`src/usmr_map.svh`:
```
// Register offsets, field positions, reset values and timing counts.
// Assumes inclusion by the top module of the status/mode block and by the watchdog.
// What this block does
// - Enable status reads transmitter bit 5, receiver bit 4, bits 7:6 zero.
// - Enable status bits 3..0 show watchdog, address recognition, Xon, Xoff.
// - Enable status reflects live state, including receiver automatic changes.
// - Enhanced status bits 6,4,2,0 show enhanced I/O, timer clock, Rx/Tx clock, FIFO level.
// - Enhanced status bits 3 and 1 read zero; 7 and 5 reserved.
// - Newly written modes take effect immediately, even mid character.
// - Leaving echo or loopback after stop sample: transmitter echoes until stop sent.
// - Mode zero reachable at its direct address and via pointer at base.
// - Mode zero bit 7 enables receiver interrupt after 64 idle bit times.
// - Receiver fill level chosen by mode zero bit 6 and mode one bit 6.
// - Receive queue empty after reset; default level interrupts at one byte.
// - Small queue levels 00,01,10,11 interrupt at 1, 3, 6, 8 bytes.
// - Mode zero bit 3 selects 8-byte or 256-byte queue depth.
`ifndef USMR_MAP_SVH
`define USMR_MAP_SVH
`define USMR_ADDR_ENH_STATUS   8'h12
`define USMR_ADDR_MODE_ZERO    8'h20
`define USMR_ADDR_ENABLE_STATUS 8'h40
`define USMR_ADDR_MR_POINTER   8'h00
`define USMR_MODE_ZERO_RESET   8'h00
`define USMR_MZ_WATCHDOG_BIT   7
`define USMR_MZ_LEVEL_BIT      6
`define USMR_MZ_DEPTH_BIT      3
`define USMR_WATCHDOG_BITS     7'h40
`define USMR_LVL_SMALL_1       9'h001
`define USMR_LVL_SMALL_3       9'h003
`define USMR_LVL_SMALL_6       9'h006
`define USMR_LVL_SMALL_8       9'h008
`define USMR_LVL_BIG_128       9'h080
`define USMR_LVL_BIG_FULL      9'h100
`endif

```
`src/usmr_pkg.sv`:
```
// Types shared by the status/mode register block.
// Assumes a single clock domain and the map header.
`default_nettype none
package usmr_pkg;
    // Live sub-system enables fed from the UART core
    typedef struct packed {
        logic tx_enabled;
        logic rx_enabled;
        logic addr_recog;
        logic xon_active;
        logic xoff_active;
    } usmr_enables_s;
    // Enhanced-operation indications
    typedef struct packed {
        logic io_port;
        logic ct0_clock;
        logic rxtx_clock;
        logic fifo_level;
    } usmr_enhanced_s;
    // Echo hand-back states
    typedef enum logic [2:0] {
        USMR_ECHO_OFF  = 3'b001,
        USMR_ECHO_ON   = 3'b010,
        USMR_ECHO_HOLD = 3'b100
    } usmr_echo_e;
endpackage : usmr_pkg
`default_nettype wire

```
`src/usmr_regs.sv`:
```
// Status and mode-zero registers with receiver interrupt level and watchdog.
// Assumes a synchronous host bus on clk; mode_one bit 6 and core state come from clk logic.
`include "usmr_map.svh"
`default_nettype none
module usmr_regs (
    input  wire logic                    clk,
    input  wire logic                    reset_n,
    input  wire logic [7:0]              bus_addr,
    input  wire logic [7:0]              bus_wdata,
    input  wire logic                    bus_wr,
    input  wire logic                    bus_rd,
    input  wire logic                    mr_ptr_at_zero,
    input  wire usmr_pkg::usmr_enables_s core_enables,
    input  wire usmr_pkg::usmr_enhanced_s enhanced,
    input  wire logic                    mode_one_level,
    input  wire logic [8:0]              rx_count,
    input  wire logic                    rx_queue_read,
    input  wire logic                    rx_char_in,
    input  wire logic                    rx_bit_tick,
    input  wire logic                    echo_mode_req,
    input  wire logic                    rx_stop_sampled,
    input  wire logic                    tx_stop_done,
    output logic [7:0]                   bus_rdata,
    output logic [7:0]                   mode_zero,
    output logic                         rx_interrupt,
    output logic                         echo_active
);
    logic [7:0]           mode_zero_reg;
    logic [7:0]           mode_zero_next;
    logic [7:0]           rdata_reg;
    logic [7:0]           rdata_next;
    logic                 rx_int_reg;
    logic                 rx_int_next;
    logic                 level_hit;
    logic [8:0]           level;
    logic                 wd_fire;
    logic                 wd_restart;
    logic                 hit_mode_zero;
    usmr_pkg::usmr_echo_e echo_reg;
    usmr_pkg::usmr_echo_e echo_next;
    logic [7:0]           enable_word;
    logic [7:0]           enhanced_word;
    logic                 hit_enable_status;
    logic                 hit_enh_status;
    logic                 queue_has_data;
    logic                 echo_act_reg;
    logic                 echo_act_next;

    // Mode zero decode: direct address, or base address while the pointer selects it
    assign hit_mode_zero = (bus_addr == `USMR_ADDR_MODE_ZERO) ||
                           (bus_addr == `USMR_ADDR_MR_POINTER && mr_ptr_at_zero);

    // Status decodes; both registers are read-only, so writes to them fall through
    assign hit_enable_status = (bus_addr == `USMR_ADDR_ENABLE_STATUS);
    assign hit_enh_status    = (bus_addr == `USMR_ADDR_ENH_STATUS);
    assign queue_has_data    = (rx_count != 9'h000);

    // Enable status word from live core levels, so automatic receiver changes show at once
    always_comb
    begin
        enable_word    = 8'h00;
        enable_word[5] = core_enables.tx_enabled;
        enable_word[4] = core_enables.rx_enabled;
        enable_word[3] = mode_zero_reg[`USMR_MZ_WATCHDOG_BIT];
        enable_word[2] = core_enables.addr_recog;
        enable_word[1] = core_enables.xon_active;
        enable_word[0] = core_enables.xoff_active;
    end

    // Enhanced status word; unused and reserved positions read zero
    always_comb
    begin
        enhanced_word    = 8'h00;
        enhanced_word[6] = enhanced.io_port;
        enhanced_word[4] = enhanced.ct0_clock;
        enhanced_word[2] = enhanced.rxtx_clock;
        enhanced_word[0] = enhanced.fifo_level;
    end

    // Mode zero write acts at once on downstream logic
    always_comb
    begin
        mode_zero_next = mode_zero_reg;
        if (bus_wr && hit_mode_zero)
            mode_zero_next = bus_wdata;
    end

    // Read data mux
    always_comb
    begin
        rdata_next = rdata_reg;
        if (bus_rd)
        begin
            if (hit_enable_status)
                rdata_next = enable_word;
            else if (hit_enh_status)
                rdata_next = enhanced_word;
            else if (hit_mode_zero)
                rdata_next = mode_zero_reg;
            else
                rdata_next = 8'h00;
        end
    end

    // Fill-level threshold from the split level bits and depth select
    always_comb
    begin
        level = `USMR_LVL_SMALL_1;
        if (!mode_zero_reg[`USMR_MZ_DEPTH_BIT])
        begin
            case ({mode_zero_reg[`USMR_MZ_LEVEL_BIT], mode_one_level})
                2'b00:   level = `USMR_LVL_SMALL_1;
                2'b01:   level = `USMR_LVL_SMALL_3;
                2'b10:   level = `USMR_LVL_SMALL_6;
                2'b11:   level = `USMR_LVL_SMALL_8;
                default: level = `USMR_LVL_SMALL_1;
            endcase
        end
        else
        begin
            case ({mode_zero_reg[`USMR_MZ_LEVEL_BIT], mode_one_level})
                2'b00:   level = `USMR_LVL_SMALL_1;
                2'b01:   level = `USMR_LVL_BIG_128;
                default: level = `USMR_LVL_BIG_FULL;
            endcase
        end
    end

    assign level_hit  = (rx_count >= level);
    assign wd_restart = rx_queue_read || rx_char_in;

    // Receiver interrupt from level or watchdog
    always_comb
    begin
        rx_int_next = level_hit || wd_fire;
    end

    // Echo hand-back: hold echo until the transmitter stop bit is sent
    always_comb
    begin
        echo_next = echo_reg;
        case (echo_reg)
            usmr_pkg::USMR_ECHO_OFF:
                if (echo_mode_req)
                    echo_next = usmr_pkg::USMR_ECHO_ON;
            usmr_pkg::USMR_ECHO_ON:
                if (!echo_mode_req)
                begin
                    if (rx_stop_sampled && core_enables.tx_enabled)
                        echo_next = usmr_pkg::USMR_ECHO_HOLD;
                    else
                        echo_next = usmr_pkg::USMR_ECHO_OFF;
                end
            usmr_pkg::USMR_ECHO_HOLD:
                if (echo_mode_req)
                    echo_next = usmr_pkg::USMR_ECHO_ON;
                else if (tx_stop_done)
                    echo_next = usmr_pkg::USMR_ECHO_OFF;
            default:
                echo_next = usmr_pkg::USMR_ECHO_OFF;
        endcase
        echo_act_next = (echo_next != usmr_pkg::USMR_ECHO_OFF);
    end

    // Mode zero register; a write lands on the edge that takes it
    always_ff @(posedge clk or negedge reset_n)
    begin
        if (!reset_n)
            mode_zero_reg <= `USMR_MODE_ZERO_RESET;
        else
            mode_zero_reg <= mode_zero_next;
    end

    // Read data register; holds until the next read strobe
    always_ff @(posedge clk or negedge reset_n)
    begin
        if (!reset_n)
            rdata_reg <= 8'h00;
        else
            rdata_reg <= rdata_next;
    end

    // Receiver interrupt register; keeps the request free of decode glitches
    always_ff @(posedge clk or negedge reset_n)
    begin
        if (!reset_n)
            rx_int_reg <= 1'b0;
        else
            rx_int_reg <= rx_int_next;
    end

    // Echo state and its registered indication, so the output comes from a flop
    always_ff @(posedge clk or negedge reset_n)
    begin
        if (!reset_n)
        begin
            echo_reg     <= usmr_pkg::USMR_ECHO_OFF;
            echo_act_reg <= 1'b0;
        end
        else
        begin
            echo_reg     <= echo_next;
            echo_act_reg <= echo_act_next;
        end
    end

    // Receiver watchdog
    usmr_watchdog u_watchdog (
        .clk      (clk),
        .reset_n  (reset_n),
        .enable   (mode_zero_reg[`USMR_MZ_WATCHDOG_BIT]),
        .bit_tick (rx_bit_tick),
        .restart  (wd_restart),
        .has_data (queue_has_data),
        .fire     (wd_fire)
    );

    assign bus_rdata    = rdata_reg;
    assign mode_zero    = mode_zero_reg;
    assign rx_interrupt = rx_int_reg;
    assign echo_active  = echo_act_reg;
endmodule : usmr_regs
`default_nettype wire

```
`src/usmr_watchdog.sv`:
```
// Receiver watchdog: counts 1x bit-time enables while the queue is idle.
// Assumes bit_tick is a one-cycle enable on clk and restart comes from clk logic.
`include "usmr_map.svh"
`default_nettype none
module usmr_watchdog (
    input  wire logic clk,
    input  wire logic reset_n,
    input  wire logic enable,
    input  wire logic bit_tick,
    input  wire logic restart,
    input  wire logic has_data,
    output logic      fire
);
    logic [6:0] count_reg;
    logic [6:0] count_next;
    logic       fire_reg;
    logic       fire_next;

    // Idle counter and sticky timeout until next access
    always_comb
    begin
        count_next = count_reg;
        fire_next  = fire_reg;
        if (!enable || restart || !has_data)
        begin
            count_next = 7'h00;
            fire_next  = 1'b0;
        end
        else if (bit_tick && !fire_reg)
        begin
            count_next = count_reg + 7'h01;
            if (count_next == `USMR_WATCHDOG_BITS)
                fire_next = 1'b1;
        end
    end

    // Registers
    always_ff @(posedge clk or negedge reset_n)
    begin
        if (!reset_n)
        begin
            count_reg <= 7'h00;
            fire_reg  <= 1'b0;
        end
        else
        begin
            count_reg <= count_next;
            fire_reg  <= fire_next;
        end
    end

    assign fire = fire_reg;
endmodule : usmr_watchdog
`default_nettype wire

```
`config.mk`:
```
export PLATFORM = sky130hd
export DESIGN_NAME = usmr_regs
export DESIGN_NICKNAME = d
export VERILOG_FILES = /design/src/usmr_pkg.sv /design/src/usmr_regs.sv /design/src/usmr_watchdog.sv
export VERILOG_INCLUDE_DIRS = /design/src
export SDC_FILE = /design/constraint.sdc
export NUM_CORES = 1
export LEC_CHECK = 0
export BUFFER_PORTS_ARGS = -buffer_cell sky130_fd_sc_hd__buf_2
export CAP_MARGIN = 10
export CORE_MARGIN = 2
export CORE_UTILIZATION = 51
export CTS_BUF_LIST = sky130_fd_sc_hd__clkbuf_8
export DETAILED_ROUTE_END_ITERATION = 10
export PLACE_DENSITY = 0.83
export SLEW_MARGIN = 20
export SYNTH_ARGS = -nofsm -noshare
export SYNTH_HDL_FRONTEND = slang
export SYNTH_SLANG_ARGS = --single-unit
```
`constraint.sdc`:
```
create_clock -name clk -period 2 [get_ports clk]
set_input_delay 0.2 -clock clk [delete_from_list [all_inputs] [get_ports clk]]
set_output_delay 0.2 -clock clk [all_outputs]
set_load 0.01 [all_outputs]
```
==> flow_summary.toml <==
[synth]
avgSynthCellArea_sq_um = 10.1
synth_seq_cells = 29
ys.flop_type = "dfrtp_1"
synth_area_leader_cell = "dfrtp_1"
yosys_warnings = 0
ys_types = 38
synth_fp_nets = 227
syn_area_sq_um = 1690
netlist.area_leader.share = 0.414
synth_edf_count = 0
synth_seq_area_share = 0.430
yosys-top-cells-area = "dfrtp_1 (41%), ha_1 (9.6%), mux2_2 (5.3%), nor2_1 (4.9%), xor2_1 (3.6%)"
synthCells = 168
async_flop_share = 1.00

[final_layout]
stdcell_count = 279
final_layout_size_suffix_gt1_frac = 0.391
nets = 293
final_common_cell = "buf_2"
fin_area_sq_um = 2160
utilization = 0.697
n_fill_cell = 265
antenna_cells = 0
synthToLayoutAreaGrowth_pct = 27.9
layout_common_cells = "buf_2 (63), dfrtp_1 (28), nor2_1 (22)"

[clock_network]
cts_buffers = 5
numClockSinks = 29
cts_tree = "done"
clock_path_buffers = 2
clkSlewWorstSetupHoldPaths_ns = 0.06
clock_latency_ns = 0.27
h-tree-depth = 2
cts-root-buf = "clkbuf_8"

[job]
maxCapViolations = 0

[pwr]
p_clk_frac = 0.347
comb_power_share = 0.158
p_int_mw = 0.958
totalPowerFinal_mw = 1.30
seqPwrFrac = 0.495
p_per_area_nw_per_um2 = 603
p_leak_nw = 1.09
vdd.ir_drop.worst_mv = 0.412
p_sw_frac = 0.266
switchingPower_mw = 0.347

[worst_setup_path]
cp_slowest_stage_delay_ns = 0.38
r2r_slack_ns = 0.12
critPathMaxFanout = 3
startpoint = "mode_zero[6]"
r2r-end = "rx_interrupt"
worstPathArrival_ns = 2.03
crit_slowest_cell = "dfrtp_1"
path_delay_family = "compound AO/OA/AOI/OAI gates"
cp.depth = 9
reg2reg_depth = 9
crit_type = "flip-flop to flip-flop"
crit_path_end_kind = "flip-flop"
cp_num_buf_inv = 1
cp-start-kind = "flip-flop"
crit_chain = "inv_2 -> ha_2 -> nor3_2 -> a21oi_1 -> ha_1 -> nand2b_1 -> a211oi_2 -> o211a_1 -> o21ai_0"
r2r_start = "mode_zero[6]"
crit_path_end = "rx_interrupt"
required_ns = 2.15

[floorplan]
num_rows = 20
die_area_sq_um = 3790
die_y_um = 61.6
core_sq_um = 3100
initial_core_util = 0.545
die_w_um = 61.6
num_io_pins = 64

[placement]
hpwlAfterDp_um = 2890
gp_congestion = 0.824
place_area_sq_um = 2040
dp.cells = 270
numPortBuffers = 63
post-place-ws_ns = 0.109

[timing]
hold_viol_final = 0
maxSlewViolCount = 0
setup_viol = 0
max-slew-margin-rel = 0.567
fmax_mhz = 532
period_share = 0.939
whs_ns = 0.0928
period_minus_slack_ns = 1.88
finalClockSkew_ns = 0.00258
tightest_slew_ns = 0.649
setup_ws_ns = 0.121
setup_tns_ns = 0

[worst_hold_path]
worstHoldPathType = "input port to flip-flop"

[route]
drt_iter0_markers = 81
via_per_inst = 5.37
wl_met2_um = 1860
wl_per_cell_um = 13.6
drc_errors = 0
first_pass_iters = 4
drt-met1-wl_um = 1660
antenna_left = 0
finalWirelength_um = 3800
highest_layer = "met4"
routed-wl-met3_um = 240
vias = 1498

[grt]
track_usage = 0.208
grt_pass1_vias = 1369
grt_max_degree = 30
overflow = 0
antenna_found_initial = 0
grt_pass1_wl_um = 5840

[outcome]
status = "complete, no violations"
-- power groups by stage --
stage	Clock [mW]	Sequential (mW)	Combinational [mW]
6_report	0.453	0.646	0.206
3_5_place_dp	0	0.655	0.195
2_1_floorplan	0	0.661	0.0860
4_1_cts	0.469	0.645	0.198
3_3_place_gp	0	0.654	0.189
5_1_grt	0.498	0.650	0.233
-- timing repair --
| item | CTS | global route |
|---|---|---|
| gates resized for setup | 0 | 6 |
| hold endpoints to repair | 28 | 0 |
| endpoints found under the setup margin | 0 | 1 |
| hold buffers | 1 | 0 |
| setup buffers | 0 | 0 |
-- logic make-up after synthesis --
family | after synthesis | share of synthesized area
AOI/OAI and AO/OA | 29 | 0.123
xor gates and xnor gates | 8 | 0.0414
muxes | 9 | 0.0592
adders and majority gates | 13 | 0.0962
and+or+nand+nor | 62 | 0.206
DFF | 29 | 0.430
buffers and inverters | 18 | 0.0451
-- layer usage --
layer  vias to the layer above  track usage
li1                        737            -
met1                       709        0.234
met2                        48        0.380
met3                         4       0.0546
met4                         0       0.0638
met5                         -            0
-- worst register-to-register path, delay by kind of cell (launching register included) --
| family | cells | cell delay, ns |
|---|---|---|
| AOI/OAI and AO/OA | 4 | 0.64 |
| adders and majority gates | 2 | 0.45 |
| buffers and inverters | 1 | 0.09 |
| DFF | 1 | 0.38 |
| and+or+nand+nor | 2 | 0.20 |
-- how the worst min path moves through the flow --
| stage | from | end | slack, ns | cells past startpoint |
|---|---|---|---|---|
| after floorplan | reset_n | bus_rdata[0] | -0.1 | 0 |
| after global placement | reset_n | bus_rdata[0] | 0.25 | 1 |
| after detailed placement | reset_n | bus_rdata[0] | 0.25 | 1 |
| after CTS | echo_mode_req | echo_reg[2] | 0.09 | 2 |
| after global routing | echo_mode_req | echo_reg[2] | 0.08 | 2 |
| final | echo_mode_req | echo_reg[2] | 0.09 | 2 |
-- area by class of cell --
class | count | area (sq um) | area share
clock buffer | 5 | 68.8 | 0.0318
clock inverter | 3 | 17.5 | 0.00810
inverter | 11 | 41.3 | 0.0191
multi-input combinational | 121 | 913 | 0.422
sequential | 29 | 727 | 0.336
tap | 44 | 55.1 | 0.0254
timing repair buffer | 66 | 340 | 0.157
-- cells in the mapped netlist, drive strengths merged, types with 3 or more instances --
cell type and number:
xor2 7, nand4 4, dfrtp 28, clkbuf 4, buf 3, a21oi 4, nand4b 3, nand2b 5
o21ai 5, a22oi 4, or3 3, nor2 22, nand2 6, nor3 6, o32ai 4, nor4 3
inv 11, a221oi 3, ha 13, and3 4, mux2 8
Note: power is estimated with default switching activity, not from simulation.
